### src/hw/swt_pkg.sv
// Sleep wake-up timer constants and register map
package swt_pkg;
    // Special-function register addresses
    localparam logic [7:0] SWT_ADDR_IRQ_CTRL   = 8'ha1;
    localparam logic [7:0] SWT_ADDR_CONTROL    = 8'ha2;
    localparam logic [7:0] SWT_ADDR_CMP_LOW    = 8'ha3;
    localparam logic [7:0] SWT_ADDR_CMP_HIGH   = 8'ha4;
    localparam logic [7:0] SWT_ADDR_COUNT_LOW  = 8'ha5;
    localparam logic [7:0] SWT_ADDR_COUNT_HIGH = 8'ha6;
    // Field positions
    localparam int SWT_CTRL_RESET_BIT  = 2;
    localparam int SWT_IRQ_MASK_BIT    = 4;
    localparam int SWT_IRQ_FLAG_BIT    = 0;
    localparam int SWT_RES_STEP        = 5;
    // Reset values
    localparam logic [7:0]  SWT_CMP_HIGH_RST  = 8'h87;
    localparam logic [7:0]  SWT_CMP_LOW_RST   = 8'h6b;
    localparam logic [7:0]  SWT_COUNT_RST     = 8'h00;
    localparam logic [2:0]  SWT_CTRL_RSV_RST  = 3'h7;
    localparam logic [1:0]  SWT_RES_RST       = 2'h0;
    localparam logic [30:0] SWT_COUNT_RELOAD  = 31'h0000_0004;
    localparam logic [1:0]  SWT_SLEEP_ACTIVE  = 2'h0;
    // Power modes
    typedef enum logic [2:0] {
        SWT_PM_ACTIVE = 3'h0,
        SWT_PM_ZERO   = 3'h1,
        SWT_PM_ONE    = 3'h3,
        SWT_PM_TWO    = 3'h2,
        SWT_PM_THREE  = 3'h6
    } swt_pm_e;
endpackage

### src/hw/swt_slow_if.sv
// Signals shared between the system side and the slow-clock counter
`timescale 1ns/100ps
interface swt_slow_if;
    logic        slow_tick;
    logic        count_reset;
    logic [30:0] count;
    modport sys  (output slow_tick, output count_reset, input count);
    modport ctr  (input slow_tick, input count_reset, output count);
endinterface

### src/hw/swt_counter.sv
// 31-bit sleep counter advanced by slow-clock edge ticks
`timescale 1ns/100ps
module swt_counter (
    input  wire logic clk,
    input  wire logic rst_n,
    swt_slow_if.ctr   link
);
    logic [30:0] count_reg;

    always_ff @(posedge clk or negedge rst_n) begin
        if (!rst_n) begin
            count_reg <= '0;
        end else if (link.count_reset) begin
            count_reg <= swt_pkg::SWT_COUNT_RELOAD;
        end else if (link.slow_tick) begin
            count_reg <= count_reg + 31'h0000_0001;
        end
    end

    assign link.count = count_reg;

    property p_reload;
        @(posedge clk) disable iff (!rst_n)
        link.count_reset |=> count_reg == swt_pkg::SWT_COUNT_RELOAD;
    endproperty
    a_reload: assert property (p_reload)
        else $error("counter not reloaded with four");

    property p_advance;
        @(posedge clk) disable iff (!rst_n)
        (link.slow_tick && !link.count_reset)
            |=> count_reg == $past(count_reg) + 31'h0000_0001;
    endproperty
    a_advance: assert property (p_advance)
        else $error("counter did not advance on slow tick");

    property p_hold;
        @(posedge clk) disable iff (!rst_n)
        (!link.slow_tick && !link.count_reset) |=> $stable(count_reg);
    endproperty
    a_hold: assert property (p_hold)
        else $error("counter moved without a slow tick");
endmodule

### src/hw/swt_timer.sv
// Sleep wake-up timer top: SFR file, edge sync, compare and wake logic
//
// Behaviour
// - 31-bit counter, 16-bit slice by resolution
// - Counter advances on selected slow clock
// - Wake works only in modes 0-2
// - Wake event in modes 0-2 returns active
// - Interval is compare times 2^(5*res)
// - Low byte rate follows resolution
// - RC calibrates in active/mode 0 with crystal
// - Wake event sets wake event flag
// - Mask also sets CPU sleep flag
// - Flag with enable raises interrupt request
// - Interrupt blocked unless sleep mode 00
// - Low byte reads slice bits 7:0
// - Resolution picks bits 15:0 to 30:15
// - Reset bit reloads four, reads zero
// - Compare resets to 0x87 0x6b
`timescale 1ns/100ps
module swt_timer (
    input  wire logic       clk,
    input  wire logic       rst_n,
    input  wire logic       slow_clk_xtal,
    input  wire logic       slow_clk_rc,
    input  wire logic       slow_src_is_xtal,
    input  wire logic       sfr_wr,
    input  wire logic       sfr_rd,
    input  wire logic [7:0] sfr_addr,
    input  wire logic [7:0] sfr_wdata,
    output logic      [7:0] sfr_rdata,
    input  wire logic [2:0] power_mode,
    input  wire logic [1:0] sleep_mode_select,
    input  wire logic       sleep_irq_enable,
    input  wire logic       cpu_sleep_irq_flag_clr,
    input  wire logic       hs_xtal_running,
    output logic            wake_to_active,
    output logic            cpu_sleep_irq_flag,
    output logic            sleep_irq_req,
    output logic            rc_cal_enable
);
    swt_slow_if link ();

    logic [2:0]  xtal_sync_reg;
    logic [2:0]  rc_sync_reg;
    logic [1:0]  src_sync_reg;
    logic [1:0]  sleep_resolution_select_reg;
    logic [2:0]  ctrl_rsv_reg;
    logic [7:0]  wake_compare_high_byte_reg;
    logic [7:0]  wake_compare_low_byte_reg;
    logic        wake_event_mask_reg;
    logic        irq_rsv_reg;
    logic        wake_event_flag_reg;
    logic        cpu_flag_reg;
    logic        match_prev_reg;
    logic [15:0] sleep_count_slice;
    logic [15:0] slice_snap_reg;
    logic        match;
    logic        wake_event;
    logic        sleep_modes;

    function automatic logic [15:0] swt_slice(input logic [30:0] c,
                                              input logic [1:0]  res);
        swt_slice = 16'(c >> (res * swt_pkg::SWT_RES_STEP));
    endfunction

    function automatic logic wr_hit(input logic [7:0] a);
        wr_hit = sfr_wr && (sfr_addr == a);
    endfunction

    // Pin clocks pass two flops; the third stage is only for edge detect
    always_ff @(posedge clk or negedge rst_n) begin
        if (!rst_n) begin
            xtal_sync_reg <= '0;
            rc_sync_reg   <= '0;
            src_sync_reg  <= '0;
        end else begin
            xtal_sync_reg <= {xtal_sync_reg[1:0], slow_clk_xtal};
            rc_sync_reg   <= {rc_sync_reg[1:0], slow_clk_rc};
            src_sync_reg  <= {src_sync_reg[0], slow_src_is_xtal};
        end
    end

    assign link.slow_tick = src_sync_reg[1]
        ? (xtal_sync_reg[1] && !xtal_sync_reg[2])
        : (rc_sync_reg[1] && !rc_sync_reg[2]);
    assign link.count_reset = wr_hit(swt_pkg::SWT_ADDR_CONTROL)
        && sfr_wdata[swt_pkg::SWT_CTRL_RESET_BIT];

    swt_counter u_counter (
        .clk   (clk),
        .rst_n (rst_n),
        .link  (link)
    );

    assign sleep_count_slice =
        swt_slice(link.count, sleep_resolution_select_reg);

    // Control register: resolution and reserved field
    always_ff @(posedge clk or negedge rst_n) begin
        if (!rst_n) begin
            sleep_resolution_select_reg <= swt_pkg::SWT_RES_RST;
            ctrl_rsv_reg                <= swt_pkg::SWT_CTRL_RSV_RST;
        end else if (wr_hit(swt_pkg::SWT_ADDR_CONTROL)) begin
            sleep_resolution_select_reg <= sfr_wdata[1:0];
            ctrl_rsv_reg                <= sfr_wdata[6:4];
        end
    end

    always_ff @(posedge clk or negedge rst_n) begin
        if (!rst_n) begin
            wake_compare_high_byte_reg <= swt_pkg::SWT_CMP_HIGH_RST;
            wake_compare_low_byte_reg  <= swt_pkg::SWT_CMP_LOW_RST;
        end else begin
            if (wr_hit(swt_pkg::SWT_ADDR_CMP_HIGH))
                wake_compare_high_byte_reg <= sfr_wdata;
            if (wr_hit(swt_pkg::SWT_ADDR_CMP_LOW))
                wake_compare_low_byte_reg <= sfr_wdata;
        end
    end

    // equality match, one event per match entry
    assign match = sleep_count_slice ==
        {wake_compare_high_byte_reg, wake_compare_low_byte_reg};
    assign wake_event = match && !match_prev_reg;

    always_ff @(posedge clk or negedge rst_n) begin
        if (!rst_n)
            match_prev_reg <= 1'b0;
        else
            match_prev_reg <= match;
    end

    assign sleep_modes = (power_mode == swt_pkg::SWT_PM_ZERO)
        || (power_mode == swt_pkg::SWT_PM_ONE)
        || (power_mode == swt_pkg::SWT_PM_TWO);
    assign wake_to_active = wake_event && sleep_modes;

    always_ff @(posedge clk or negedge rst_n) begin
        if (!rst_n) begin
            wake_event_flag_reg <= 1'b0;
            wake_event_mask_reg <= 1'b0;
            irq_rsv_reg         <= 1'b0;
        end else if (wake_event) begin
            wake_event_flag_reg <= 1'b1;
            if (wr_hit(swt_pkg::SWT_ADDR_IRQ_CTRL))
                wake_event_mask_reg <= sfr_wdata[swt_pkg::SWT_IRQ_MASK_BIT];
        end else if (wr_hit(swt_pkg::SWT_ADDR_IRQ_CTRL)) begin
            // Flag bits are write-zero-to-clear only
            wake_event_flag_reg <= wake_event_flag_reg
                & sfr_wdata[swt_pkg::SWT_IRQ_FLAG_BIT];
            irq_rsv_reg         <= irq_rsv_reg & sfr_wdata[1];
            wake_event_mask_reg <= sfr_wdata[swt_pkg::SWT_IRQ_MASK_BIT];
        end
    end

    always_ff @(posedge clk or negedge rst_n) begin
        if (!rst_n)
            cpu_flag_reg <= 1'b0;
        else if (wake_event && wake_event_mask_reg)
            cpu_flag_reg <= 1'b1;
        else if (cpu_sleep_irq_flag_clr)
            cpu_flag_reg <= 1'b0;
    end
    assign cpu_sleep_irq_flag = cpu_flag_reg;

    assign sleep_irq_req = cpu_flag_reg && sleep_irq_enable
        && (sleep_mode_select == swt_pkg::SWT_SLEEP_ACTIVE);

    assign rc_cal_enable = hs_xtal_running
        && ((power_mode == swt_pkg::SWT_PM_ACTIVE)
            || (power_mode == swt_pkg::SWT_PM_ZERO));

    always_ff @(posedge clk or negedge rst_n) begin
        if (!rst_n)
            slice_snap_reg <= {swt_pkg::SWT_COUNT_RST, swt_pkg::SWT_COUNT_RST};
        else
            slice_snap_reg <= sleep_count_slice;
    end

    always_ff @(posedge clk or negedge rst_n) begin
        if (!rst_n) begin
            sfr_rdata <= 8'h00;
        end else if (sfr_rd) begin
            unique case (sfr_addr)
                swt_pkg::SWT_ADDR_COUNT_LOW:  sfr_rdata <= slice_snap_reg[7:0];
                swt_pkg::SWT_ADDR_COUNT_HIGH:
                    sfr_rdata <= slice_snap_reg[15:8];
                swt_pkg::SWT_ADDR_CMP_HIGH:
                    sfr_rdata <= wake_compare_high_byte_reg;
                swt_pkg::SWT_ADDR_CMP_LOW:
                    sfr_rdata <= wake_compare_low_byte_reg;
                swt_pkg::SWT_ADDR_CONTROL:
                    sfr_rdata <= {1'b0, ctrl_rsv_reg, 2'b00,
                                  sleep_resolution_select_reg};
                swt_pkg::SWT_ADDR_IRQ_CTRL:
                    sfr_rdata <= {3'b000, wake_event_mask_reg, 2'b00,
                                  irq_rsv_reg, wake_event_flag_reg};
                default: sfr_rdata <= 8'h00;
            endcase
        end
    end

    property p_flag_set;
        @(posedge clk) disable iff (!rst_n)
        wake_event |=> wake_event_flag_reg;
    endproperty
    a_flag_set: assert property (p_flag_set)
        else $error("wake flag not set by event");

    property p_cpu_flag;
        @(posedge clk) disable iff (!rst_n)
        (wake_event && wake_event_mask_reg) |=> cpu_flag_reg;
    endproperty
    a_cpu_flag: assert property (p_cpu_flag)
        else $error("cpu flag not set by masked event");

    property p_no_cpu_flag;
        @(posedge clk) disable iff (!rst_n)
        (!cpu_flag_reg && !(wake_event && wake_event_mask_reg))
            |=> !cpu_flag_reg;
    endproperty
    a_no_cpu_flag: assert property (p_no_cpu_flag)
        else $error("cpu flag set without masked event");

    property p_irq_block;
        @(posedge clk) disable iff (!rst_n)
        (sleep_mode_select != 2'h0) |-> !sleep_irq_req;
    endproperty
    a_irq_block: assert property (p_irq_block)
        else $error("interrupt not blocked in sleep mode");

    property p_irq_raise;
        @(posedge clk) disable iff (!rst_n)
        (cpu_flag_reg && sleep_irq_enable && sleep_mode_select == 2'h0)
            |-> sleep_irq_req;
    endproperty
    a_irq_raise: assert property (p_irq_raise)
        else $error("interrupt request missing");

    property p_wake_modes;
        @(posedge clk) disable iff (!rst_n)
        wake_to_active |-> (power_mode == 3'h1 || power_mode == 3'h3
                            || power_mode == 3'h2);
    endproperty
    a_wake_modes: assert property (p_wake_modes)
        else $error("wake outside modes 0 to 2");

    property p_wake_event;
        @(posedge clk) disable iff (!rst_n)
        (wake_event && power_mode == 3'h2) |-> wake_to_active;
    endproperty
    a_wake_event: assert property (p_wake_event)
        else $error("no wake on event in mode 2");

    property p_low_read;
        @(posedge clk) disable iff (!rst_n)
        (sfr_rd && sfr_addr == 8'ha5)
            |=> sfr_rdata == $past(slice_snap_reg[7:0]);
    endproperty
    a_low_read: assert property (p_low_read)
        else $error("low count byte read wrong");

    property p_cal;
        @(posedge clk) disable iff (!rst_n)
        (power_mode == 3'h3 || power_mode == 3'h2) |-> !rc_cal_enable;
    endproperty
    a_cal: assert property (p_cal)
        else $error("calibration running in mode 1 or 2");
endmodule

### config.mk
export PLATFORM = sky130hd
export DESIGN_NAME = swt_timer
export DESIGN_NICKNAME = d
export VERILOG_FILES = /design/src/hw/swt_pkg.sv /design/src/hw/swt_slow_if.sv /design/src/hw/swt_counter.sv /design/src/hw/swt_timer.sv
export SDC_FILE = /design/constraint.sdc
export NUM_CORES = 1
export LEC_CHECK = 0
export ABC_AREA = 1
export ABC_CLOCK_PERIOD_IN_PS = 4800
export BUFFER_PORTS_ARGS = -buffer_cell sky130_fd_sc_hd__buf_2
export CELL_PAD_IN_SITES_DETAIL_PLACEMENT = 0
export CELL_PAD_IN_SITES_GLOBAL_PLACEMENT = 1
export CORE_ASPECT_RATIO = 0.9
export CORE_MARGIN = 2
export CORE_UTILIZATION = 35
export DETAILED_ROUTE_END_ITERATION = 12
export GPL_TIMING_DRIVEN = 0
export PLACE_DENSITY = 0.69
export SYNTH_ARGS = -nofsm -noshare
export SYNTH_HDL_FRONTEND = slang
export SYNTH_SLANG_ARGS = --single-unit
### constraint.sdc
create_clock -name clk -period 4.8 [get_ports clk]
set_input_delay 0.24 -clock clk [delete_from_list [all_inputs] [get_ports clk]]
set_output_delay 0.24 -clock clk [all_outputs]
set_load 0.005 [all_outputs]
# After elaboration in Yosys (flattened, before gate mapping)
# Cells that the tools add are included.
# op_classes
add_sub_neg	1
mul	1
n_eq_ne	10
n_shift	1
n_mux	8
bitwise	3
n_reduce_logical	25
# op_table
operator	count
$mux W31	2
$eq A8 B8 Y1 const B	6
$pmux W8 S6	1
$add A31 B1 Y31 const B	1
$shr A31 B5 Y16	1
$eq A16 B16 Y1	1
$logic_and A1 B1 Y1	13
$eq A3 B2 Y1 const B	2
$reduce_bool A2 Y1	3
$mul A2 B3 Y5 const B	1
$mux W1	5
$eq A3 B1 Y1 const B	1
$logic_not A1 Y1	3
$logic_not A3 Y1	1
$logic_or A1 B1 Y1	3
$and A1 B1 Y1	2
$logic_not A2 Y1	1
$reduce_and A2 Y1	1
$not A1 Y1	1
# word_totals
reg_bits	89
input_bits	31
out_inout_bits	12
word_cells	64

# Logic depth before layout (Yosys ltp)
# Gate-level depths: netlist of the first run.
# depth
depth_word	6
ltp_mapped	17
ltp_nobuf	15

# Modules after synthesis
# A second synthesis of the first run with hierarchy kept.
# unflattened
cells_unflattened	784
hier_area_um2	5446.5
# by_module_without_submodules
module	n_inst	cells_each	area_each_um2	seq_area_each_um2
swt_timer	1	524	3588.4	1466.4
swt_counter	1	260	1858.0	775.7

# Worst setup path before layout of the first run
# No wires, ideal clock.
# synth_timing
path_type	flip-flop to output port
startpoint	register sleep_resolution_select_reg[0]
endpoint	output wake_to_active
t_arrival_ps	1653
required_time_ps	4560
setup_slack_ps	2907
path_stages_with_launch	15
n_path_buf	2
cell_sequence	dfrtp_1 -> buf_6 -> inv_6 -> buf_12 -> nand2_2 -> and2_1 -> a21oi_1 -> nand2_1 -> nand3_1 -> nand2_1 -> nor2_1 -> nand2_1 -> nor2_1 -> nand3_2 -> nor2_1
# synth_between
elab_chain_cells	5
# synth_lines
element	line_no	rtl
from (decl)	swt_timer.sv:46	logic [1:0] sleep_resolution_select_reg;
from (signal assigned)	swt_timer.sv:101	sleep_resolution_select_reg <= swt_pkg::SWT_RES_RST;
from (signal assigned)	swt_timer.sv:104	sleep_resolution_select_reg <= sfr_wdata[1:0];
$mul A2 B3 Y5	swt_timer.sv:63	swt_slice = 16'(c >> (res * swt_pkg::SWT_RES_STEP));
$shr A31 B5 Y16	swt_timer.sv:63	
$eq A16 B16 Y1	swt_timer.sv:122	assign match = sleep_count_slice ==
$logic_and A1 B1 Y1	swt_timer.sv:124	assign wake_event = match && !match_prev_reg;
$logic_and A1 B1 Y1	swt_timer.sv:136	assign wake_to_active = wake_event && sleep_modes;
to (decl)	swt_timer.sv:36	output logic wake_to_active,
# Every way passes these cells.

# Final worst setup path of the first run
# Same ends and word-level chain as after synthesis.

==> summary.md, run 1 <==
| Metric | Value |
|---|---|
| Outcome | `completed` |
| # port buffers | `42` |
| Routed length on met3 | `slightly above 900 µm` |
| Hold path depth | `3` |
| Initial antenna violation count | `0` |
| Routed wl met2 | `~7200 µm` |
| Design Power | `between 2 and 2.5 mW` |
| Final setup viols | `0` |
| Ys async rst share | `1.00` |
| Global Route Usage Sum | `0.217` |
| Fmax | `between 300 and 400 MHz` |
| Dominant cell type by area after synthesis | `dfrtp_1` |
| Largest cells by area after synthesis | `dfrtp_1 (36%), nand2_1 (14%), nand3_1 (10%)` |
| Cell mode on critical path | `nand2_1` |
| Register area share after synthesis | `0.420` |
| Detail Placement HPWL | `12900 µm` |
| Mean Syn Cell Area | `around 7.2 µm²` |
| RSZ-0062 raised after global routing | `no` |
| Reg2reg start | `sleep_resolution_select_reg[0]$_DFFE_PN0P_` |
| Top FF cell, synth | `dfrtp_1` |
| Wl on met1 | `around 8300 µm` |
| Average wire per standard cell | `16.7 µm` |
| Worst Reg-to-Reg Cells | `15` |
| Pwr Density | `between 300 and 400 nW/µm²` |
| Hold Startpoint | `sfr_wdata[3]` |
| Fillcell total | `~1600` |
| Flop-to-flop setup slack | `roughly 2400 ps` |
| Num rows | `42` |
| Crit path max-delay cell type | `o21ai_1` |
| Top Layer Used | `met4` |
| CP Depth | `16` |
| DR vias | `about 5300` |
| EDFF count, synth | `0` |
| Placed cell count | `between 900 and 1000` |
| CP top delay family | `simple AND/OR/NAND/NOR gates` |
| Peak VDD IR | `0.176 mV` |
| CTS tree | `yes` |
| Synthesized netlist cell count | `740` |
| Root Buffer | `clkbuf_16` |
| Rel. slew slack | `0.476` |
| Tcrit/Tclk final | `0.630` |
| Routed WL | `roughly 17000 µm` |
| CTS buffer count | `9` |
| Antenna viol nets, final | `0` |
| Starting DRT DRC Count | `around 300` |
| Type of origin of the critical path | `register` |
| GR Overflow Total | `0` |
| P&R area growth vs syn | `15.4%` |
| Vias per inst | `about 5.2` |
| CTS Buffer Depth | `2` |
| Syn. warnings | `0` |
| Synth Cell Area | `roughly 5300 µm²` |
| Largest net degree at the start of global routing | `67` |
| Worst slew pin tran | `approximately 780 ps` |
| Final Core Density | `0.416` |
| Initial Util | `0.360` |
| Sink Count | `89` |
| Maximum fanout along the worst path | `10` |
| Leakage | `~3 nW` |
| Die H | `between 100 and 150 µm` |
| CP Capture Type | `primary output` |
| Syn Nets | `slightly below 800` |
| WP buf/inv | `4` |
| I/O pin count | `43` |
| CP Cell Sequence | `buf_6, inv_6, buf_6, nand2_1, nand3_1, nand2_1, o21ai_1, nand2_1, nand2_1, nand2_1, nor2_1, nand2_1, nor2_1, nand3_2, nor2_1, buf_2` |
| Htree depth | `3` |
| Worst Hold Endpoint | `wake_compare_low_byte_reg[3]$_DFFE_PN1P_` |
| Drc violations | `0` |
| Clock slew at reported path FFs | `approximately 70 ps` |
| Vias in the first global route | `about 5200` |
| Critical path class | `register to primary output` |
| Synth Register Bits | `just under 90` |
| Final Instance Count excl. Fillers | `about 1000` |
| Later-pin clock latency in the skew report | `around 360 ps` |
| Routability congestion estimate | `0.927` |
| Worst R2R End | `cpu_sleep_irq_flag$_DFFE_PN0P_` |
| Yosys cell types | `44` |
| Die ar. | `around 16000 µm²` |
| Chip width | `134 µm` |
| # Post-CTS Setup Buffers | `0` |
| Max reg flops | `31` |
| Max_cap viols | `0` |
| CP max stage delay | `450 ps` |
| Req. time, crit path | `between 4000 and 5000 ps` |
| Layout Skew | `around 8.8 ps` |
| Tmin final | `about 3000 ps` |
| Area share of the leading cell type in the synthesized netlist | `0.361` |
| Type of the tightest min-delay check | `primary input to register` |
| Core Region | `between 10000 and 15000 µm²` |
| # nets final | `slightly above 800` |
| Layout cells sized above 1 | `0.158` |
| TNS Setup | `0 ps` |
| Drt pass-1 iters | `5` |
| Ant. Diodes | `0` |
| Global-route wire length before repair | `between 20000 and 30000 µm` |
| Final slew viol count | `0` |
| Final Hold Vio Count | `0` |
| CP arrival | `~2800 ps` |
==> timing repair <==
action,4_1_cts,5_1_grt
hold buffers,4,0
resized for setup,0,0
hold endpoints to repair,26,0
==> stage by stage <==
step	hold slack, ps	worst slack, ps	instance area (µm²)
global route	154	1590	6160
finish	140	1780	6160
detailed placement	181	2270	5820
global placement	338	2280	5790
CTS	123	1870	6150
floorplan	-55.6	2910	5340
==> per-layer routing <==
| metal | up-vias | GRT usage |
|---|---|---|
| li1 | 2567 | - |
| met1 | 2505 | 0.308 |
| met2 | 155 | 0.326 |
| met3 | 28 | 0.0468 |
| met4 | 0 | 0.0743 |
| met5 | - | 0 |
==> cell type report <==
type                       count  area (µm²)  area share
multi-input combinational    538        2580       0.419
timing repair buffer          47         280      0.0455
clock inverter                 6        60.1     0.00975
inverter                      88         335      0.0544
buffer                        25         186      0.0303
sequential                    89        2240       0.364
clock buffer                  10         229      0.0372
tap                          198         248      0.0402
==> where the power goes <==
part	total, mW	switching (mW)	internal [mW]
clock network	0.707	0.307	0.401
registers	0.894	0.0647	0.829
logic	0.443	0.292	0.151
==> synthesized netlist by cell type, drive strengths merged, types with 5 or more instances <==
cell	n
nand2	218
nand3	115
inv	86
dfrtp	77
o21ai	67
nor2	43
a21oi	40
buf	20
nor3	19
dfstp	12
nand4	8
a221oi	5
clkbuf	5
==> worst max-delay path by stage <==
stage	start	endpoint	slack, ps
after floorplan	sleep_resolution_select_reg[0]$_DFFE_PN0P_	wake_to_active	2910
after global placement	sleep_resolution_select_reg[0]$_DFFE_PN0P_	wake_to_active	2280
after detailed placement	sleep_resolution_select_reg[0]$_DFFE_PN0P_	wake_to_active	2270
after CTS	sleep_resolution_select_reg[0]$_DFFE_PN0P_	wake_to_active	1870
after global routing	sleep_resolution_select_reg[0]$_DFFE_PN0P_	wake_to_active	1590
final	sleep_resolution_select_reg[0]$_DFFE_PN0P_	wake_to_active	1780
==> layout by cell type, fill, tap and decap left out, types with 3 or more instances in the layout <==
master	n
inv_1	84
nor2_1	39
nor4_1	4
a21oi_1	39
o21ai_0	64
clkinv_2	3
nand3_1	107
clkbuf_1	5
buf_4	5
nand4_1	8
dfstp_2	12
a31oi_1	3
nor3_1	17
nand3_2	8
buf_2	50
nand2_1	201
a211oi_1	3
clkbuf_16	9
dlygate4sd3_1	4
a221oi_1	5
nand2_2	15
nor2_2	3
dfrtp_1	77
buf_6	5
==> cell families after synthesis <==
kind of cell    after synthesis  synth area share
compound gates              126             0.130
fa+ha+maj                     1           0.00234
simple gates                411             0.350
flops                        89             0.420
buf+inv                     113            0.0978
==> worst min-delay path, stage by stage <==
cell	delay [ps]
buf_2	100
inv_1	60
o21ai_0	90
(Power assumes the default switching activity.)
==> inputs of run 2 (changes only) <==
Settings changed: ABC_AREA 1 to 0, ABC_CLOCK_PERIOD_IN_PS 4800 to 2600, PLACE_DENSITY 0.69 to 0.67.
Clock period 4.8 ns to 2.6 ns, I/O delays scaled along.
==> run 2 against run 1 <==
Power is 82% higher. Critical endpoint unchanged. Setup slack worse by 1900 ps. The run now ends with negative setup slack left. Global-route usage is 3.8 points lower. Highest routed layer unchanged. Die area is 14% lower.
==> summary.md, run 2 <==
| Metric | Value |
|---|---|
| Register area share after synthesis | `0.489 (+0.0688)` |
| Clk pwr share | `0.326 (-0.020)` |
| GR Overflow Total | `0 (unchanged)` |
| Drc violations | `0 (unchanged)` |
| Largest net degree at the start of global routing | `71 (+6.0%)` |
| Synth Cell Area | `4590 µm² (-14%)` |
| Type of the tightest min-delay check | `primary input to register` |
| Chip width | `125 µm (-7.1%)` |
| CTS Buffer Depth | `2 (unchanged)` |
| Final Core Density | `0.428 (+0.0121)` |
| Worst slack, placed | `-67.1 ps (-2340 ps)` |
| Commonest cells post-synth | `dfrtp_1 (77), nor2_1 (30), nand2_1 (29)` |
| Final slew viol count | `0 (unchanged)` |
| Most common cell in the netlist | `dfrtp_1` |
| Type of origin of the critical path | `register` |
| Root Buffer | `clkbuf_16` |
| Final setup viols | `1 (+1)` |
| Area share of the leading cell type in the synthesized netlist | `0.420 (+0.0591)` |
| Core Region | `12700 µm² (-14%)` |
| # nets final | `498 (-40%)` |
| Logic gate share of total power | `0.185 (-0.032)` |
| Most frequent cells in the layout | `dfrtp_1 (76), buf_2 (42), nor2_1 (30)` |
| Vias in the first global route | `3383 (-35%)` |
| Global Route Usage Sum | `0.178 (-0.0385)` |
| Final worst slack | `-142 ps (-1920 ps)` |
| Tmin final | `approximately 2700 ps` |
| Average wire per standard cell | `18.5 µm (+11%)` |
| Initial antenna violation count | `0 (unchanged)` |
| CTS buffer count | `9 (unchanged)` |
| Failing checks | `negative setup slack` |
| Worst slew pin tran | `1010 ps (+228 ps)` |
| Syn. warnings | `0 (unchanged)` |
| Leakage | `2.24 nW (-25%)` |
| RSZ-0062 raised after global routing | `yes` |
| Routability congestion estimate | `0.808 (-13%)` |
| Peak VDD IR | `0.316 mV (+80%)` |
| DR vias | `3401 (-35%)` |
| CTS tree | `yes` |
| I/O pin count | `43 (unchanged)` |
| Initial Util | `0.360 (about the same)` |
| Later-pin clock latency in the skew report | `350 ps (about the same)` |
| Layout Skew | `5.45 ps (-3.38 ps)` |
| Largest cells by area after synthesis | `dfrtp_1 (42%), dfstp_2 (6.9%), mux4_2 (6.4%)` |
| CP Capture Type | `primary output` |
| Ant. Diodes | `0 (unchanged)` |
| Starting DRT DRC Count | `303 (-0.66%)` |
| Max_cap viols | `0 (unchanged)` |
| Switching power | `1.14 mW (+72%)` |
| Hold slack | `30.8 ps (-109 ps)` |
| Die ar. | `14000 µm² (-14%)` |
| CP arrival | `2610 ps (-170 ps)` |
| Sequential Power Share | `0.489 (+0.052)` |
| Clock slew at reported path FFs | `70 ps (about the same)` |
| Num rows | `39 (-7.1%)` |
| Synth Register Bits | `89 (unchanged)` |
| TNS Setup | `-142 ps (-142 ps)` |
| Rel. slew slack | `0.322 (-0.154)` |
| Drt pass-1 iters | `4 (-1)` |
| Ys async rst share | `1.00 (unchanged)` |
| Syn Nets | `435 (-44%)` |
| Sink Count | `89 (unchanged)` |
| Commonest non-fill, non-tap cell in the layout | `dfrtp_1` |
| Dominant cell type by area after synthesis | `dfrtp_1` |
| Vias per inst | `5.36 (+2.0%)` |
| Switch share | `0.306 (-0.0185)` |
| Layout cells sized above 1 | `0.291 (+0.133)` |
| EDFF count, synth | `0 (unchanged)` |
| Die H | `113 µm (-7.1%)` |
| Maximum fanout along the worst path | `4 (-6)` |
| Critical path class | `register to primary output` |
| Global-route wire length before repair | `19300 µm (-29%)` |
| Antenna viol nets, final | `0 (unchanged)` |
| Outcome | `finished with violations` |
| Int Power | `2.58 mW (+87%)` |
| Max reg flops | `31 (unchanged)` |
| Synthesized netlist cell count | `403 (-46%)` |
| Pwr Density | `683 nW/µm² (+110%)` |
| # port buffers | `40 (-4.8%)` |
| Yosys cell types | `57 (+30%)` |
| Req. time, crit path | `2470 ps (-2090 ps)` |
| Htree depth | `3 (unchanged)` |
| Detail Placement HPWL | `8300 µm (-36%)` |
| Tcrit/Tclk final | `1.05` |
| P&R area growth vs syn | `18.8%` |
| Final Hold Vio Count | `0 (unchanged)` |
| Top FF cell, synth | `dfrtp_1` |
| Mean Syn Cell Area | `11.4 µm² (+58%)` |
| Routed WL | `11800 µm (-30%)` |
| Fmax | `about 360 MHz` |
## run 2: cell types whose count changed after synthesis, moves of 23 or more
cell,before,now
o21ai_0,64,10
xnor2_1,0,23
inv_1,84,12
nand3_1,107,11
nand2_1,201,29
a21oi_1,39,11
## run 2: kinds of logic after synthesis
group           Yosys count  synth area share
compound gates           63            0.0966
xor+xnor                 36            0.0688
fa+ha+maj                 1           0.00273
buf+inv                  31            0.0363
flops                    89             0.489
mux                      42             0.133
simple gates            141             0.174
## run 2: cell type report
cell class	instances	area [µm²]
clock inverters	6	43.8
fillers	1218	7290
clock buffers	10	229
multi-input cells	283	2200
flip-flops and latches	89	2240
well taps	164	205
repair buffers	52	347
inverters	12	45.0
plain buffers	19	135
## run 2: path summary, 6_finish.rpt
path | from | to | slack [ps] | cells after the start
setup reg to reg | sleep_resolution_select_reg[0]$_DFFE_PN0P_ | irq_rsv_reg$_DFFE_PN0P_ | 130 | 8
setup / recovery | sleep_resolution_select_reg[0]$_DFFE_PN0P_ | wake_to_active | -140 | 8
max in group asynchronous | rst_n | wake_compare_high_byte_reg[2]$_DFFE_PN1P_ | 1700 | 3
hold / removal | cpu_sleep_irq_flag_clr | cpu_sleep_irq_flag$_DFFE_PN0P_ | 30 | 3
min in group asynchronous | rst_n | xtal_sync_reg[2]$_DFF_PN0_ | 210 | 2
hold reg to reg | rc_sync_reg[0]$_DFF_PN0_ | rc_sync_reg[1]$_DFF_PN0_ | 350 | 0
## run 2: what timing repair did
| action | 4_1_cts | 5_1_grt |
|---|---|---|
| setup endpoints to repair | 2 | 1 |
| pin swaps | 5 | 0 |
| gates cloned | 1 | 0 |
| hold buffers | 4 | 0 |
| buffers inserted | 6 | 0 |
| endpoints found under the hold margin | 22 | 0 |
| gates resized for setup | 10 | 1 |
## run 2: power groups by stage
stage / sequential, mW / clock (mW) / combinational (mW)
after floorplan: 1.76 / 0 / 0.477
after global placement: 1.84 / 0 / 0.635
after detailed placement: 1.84 / 0 / 0.652
after CTS: 1.82 / 1.26 / 0.685
after global routing: 1.85 / 1.31 / 0.754
final: 1.82 / 1.21 / 0.687
## run 2: critical path: stages (launching register included)
cell     delay, ps
dfrtp_2        440
buf_16         130
buf_6           90
mux4_2         560
xor2_2         180
nor4_1         230
nand4_1        240
nor4_1         240
buf_2          160
## run 2: metal layers
metal  vias to the layer above  track usage  part of all wire  wire [µm]
met1                      1708        0.238              0.47       5490
met2                        75        0.293              0.48       5630
met3                         6       0.0524             0.048        570
met5                         -            0                 0          0
li1                       1612            -                 -          -
met4                         0       0.0345            0.0074         87
## run 2: stage by stage
stage / instance area, µm² / power [mW] / std cells
2_1_floorplan: 4590 / 2.24 / 403
3_3_place_gp: 4990 / 2.47 / 607
3_5_place_dp: 5020 / 2.49 / 608
4_1_cts: 5440 / 3.76 / 635
5_1_grt: 5450 / 3.92 / 635
6_report: 5450 / 3.72 / 635
==> inputs of run 3 (changes only) <==
Settings changed: CAP_MARGIN set to 5, HOLD_SLACK_MARGIN set to 0.06.
==> run 3 against run 2 <==
The flow still finishes with violations (negative setup slack). Count of clock-buffer cells in the layout unchanged. Power is 0.19% higher. Sequential cell count stayed put. Worst hold slack gained 37 ps. Routed wire length about the same. Via count grew 0.50%. Non-clock buffer count increased by 6. Global-route usage is essentially flat. Clock skew increased by 1.4 ps. Clock power about the same. Combinational power is 1% higher. Critical path type unchanged.
==> summary.md, run 3 (same netlist as run 2, synthesis figures left out) <==
| Metric | Value |
|---|---|
| Global Route Usage Sum | `0.179 (+0.000411)` |
| GR Overflow Total | `0 (unchanged)` |
| Peak VDD IR | `0.317 mV (+0.26%)` |
| CTS buffer count | `9 (unchanged)` |
| Clock slew at reported path FFs | `70 ps (about the same)` |
| Max reg flops | `31 (unchanged)` |
| Drc violations | `0 (unchanged)` |
| Maximum fanout along the worst path | `4 (unchanged)` |
| Final setup viols | `1 (unchanged)` |
| Core Region | `12700 µm² (unchanged)` |
| I/O pin count | `43 (unchanged)` |
| Switch share | `0.306 (about the same)` |
| Tmin final | `2740 ps (+1.30 ps)` |
| Detail Placement HPWL | `8300 µm (unchanged)` |
| Later-pin clock latency in the skew report | `350 ps (about the same)` |
| Max_cap viols | `0 (unchanged)` |
| Initial antenna violation count | `0 (unchanged)` |
| Critical path class | `register to primary output` |
| Most frequent cells in the layout | `dfrtp_1 (76), buf_2 (42), nor2_1 (30)` |
| Die H | `113 µm (unchanged)` |
| Final worst slack | `-143 ps (-1.30 ps)` |
| Antenna viol nets, final | `0 (unchanged)` |
| Final Instance Area | `5510 µm² (+1.1%)` |
| Type of the tightest min-delay check | `primary input to register` |
| CTS tree | `yes` |
| Sink Count | `89 (unchanged)` |
| Final Hold Vio Count | `0 (unchanged)` |
| Average wire per standard cell | `18.4 µm (-0.86%)` |
| Layout Skew | `6.89 ps (+1.45 ps)` |
| # port buffers | `40 (unchanged)` |
| Worst slew pin tran | `1010 ps (-0.125 ps)` |
| Num rows | `39 (unchanged)` |
| Switching power | `1.14 mW (+0.12%)` |
| P&R area growth vs syn | `20.1%` |
| Ant. Diodes | `0 (unchanged)` |
| Final slew viol count | `0 (unchanged)` |
| Initial Util | `0.360 (unchanged)` |
| Fillcell total | `1216 (-0.16%)` |
| Outcome | `finished with violations` |
| Multi-input logic area | `2200 µm² (unchanged)` |
| Req. time, crit path | `2470 ps (about the same)` |
| DR vias | `3418 (+0.50%)` |
| Die ar. | `14000 µm² (unchanged)` |
| Pwr Density | `677 nW/µm² (-0.90%)` |
| Clk pwr share | `0.326 (about the same)` |
| Worst slack, placed | `-67.1 ps (unchanged)` |
| Vias per inst | `5.33 (-0.44%)` |
| Layout cells sized above 1 | `0.287 (-0.00366)` |
| Hold slack | `67.7 ps (+36.9 ps)` |
| Drt pass-1 iters | `4 (unchanged)` |
| FF/Latch Area | `2240 µm² (unchanged)` |
| Placed inst area | `5020 µm² (unchanged)` |
| RSZ-0062 raised after global routing | `yes` |
| Largest net degree at the start of global routing | `71 (unchanged)` |
| CP Capture Type | `primary output` |
| Chip width | `125 µm (unchanged)` |
| CP arrival | `2610 ps (about the same)` |
| Sequential Power Share | `0.488 (about the same)` |
| Tcrit/Tclk final | `1.05 (about the same)` |
| Design Power | `3.73 mW (+0.19%)` |
| Leakage | `2.26 nW (+1.1%)` |
| CTS Buffer Depth | `2 (unchanged)` |
| Htree depth | `3 (unchanged)` |
| Root Buffer | `clkbuf_16` |
| Global-route wire length before repair | `19400 µm (+0.25%)` |
| Routability congestion estimate | `0.808 (unchanged)` |
| Fmax | `365 MHz (about the same)` |
| Vias in the first global route | `3394 (+0.33%)` |
| Routed WL | `11800 µm (about the same)` |
| Int Power | `2.59 mW (+0.22%)` |
| Type of origin of the critical path | `register` |
| Failing checks | `negative setup slack` |
| Commonest non-fill, non-tap cell in the layout | `dfrtp_1` |
| Starting DRT DRC Count | `316 (+4.3%)` |
| # nets final | `504 (+1.2%)` |
| Logic gate share of total power | `0.186 (about the same)` |
| Rel. slew slack | `0.322 (about the same)` |
-- run 3: area by class of cell --
class / instances / area share
Clock inverter: 6 / 0.00795
Clock buffer: 10 / 0.0416
Timing Repair Buffer: 58 / 0.0738
Buffer: 19 / 0.0245
Multi-Input combinational cell: 283 / 0.399
Sequential cell: 89 / 0.407
Inverter: 12 / 0.00818
Tap cell: 164 / 0.0373
-- run 3: metrics by stage --
stage | utilization | std cells | setup TNS (ps)
2_1_floorplan | - | 403 | 0
3_3_place_gp | 0.392 | 607 | -49.8
3_5_place_dp | 0.394 | 608 | -67.1
4_1_cts | 0.432 | 641 | -131
5_1_grt | 0.432 | 641 | -216
6_report | 0.432 | 641 | -143
-- run 3: final timing paths --
kind                                                            startpoint                                        end  slack, ps  cells after the start
worst max-delay path            sleep_resolution_select_reg[0]$_DFFE_PN0P_                             wake_to_active       -140                      8
worst min-delay path                                          sfr_wdata[1]  wake_compare_high_byte_reg[1]$_DFFE_PN1P_         70                      2
worst max register to register  sleep_resolution_select_reg[0]$_DFFE_PN0P_                    irq_rsv_reg$_DFFE_PN0P_        130                      8
worst min register to register                    rc_sync_reg[0]$_DFF_PN0_                   rc_sync_reg[1]$_DFF_PN0_        350                      0
max in group asynchronous                                            rst_n  wake_compare_high_byte_reg[7]$_DFFE_PN1P_       1700                      3
min in group asynchronous                                            rst_n                 xtal_sync_reg[2]$_DFF_PN0_        210                      2
-- run 3: power groups by stage --
stage | Clock, mW | Combinational, mW | Sequential (mW)
floorplan | 0 | 0.477 | 1.76
global placement | 0 | 0.635 | 1.84
detailed placement | 0 | 0.652 | 1.84
CTS | 1.26 | 0.693 | 1.82
global route | 1.31 | 0.762 | 1.85
finish | 1.21 | 0.694 | 1.82
-- run 3: routing by layer --
| metal | vias up | global-route usage | part of all wire |
|---|---|---|---|
| met2 | 87 | 0.294 | 0.48 |
| met5 | - | 0 | 0 |
| met1 | 1700 | 0.238 | 0.47 |
| li1 | 1623 | - | - |
| met4 | 0 | 0.0345 | 0.0085 |
| met3 | 8 | 0.0520 | 0.046 |
-- run 3: worst max-delay path, stage by stage (launching register included) --
cell and delay, ps:
dfrtp_2 440, buf_16 130, buf_6 90, mux4_2 560, xor2_2 180, nor4_1 230, nand4_1 240, nor4_1 240
buf_2 160
-- run 3: repair_timing --
action	CTS	global route
endpoints found under the setup margin	2	1
buffers inserted	6	0
resized for setup	10	1
cloned	1	0
hold buffers	10	0
pin swaps	5	0
endpoints found under the hold margin	43	0
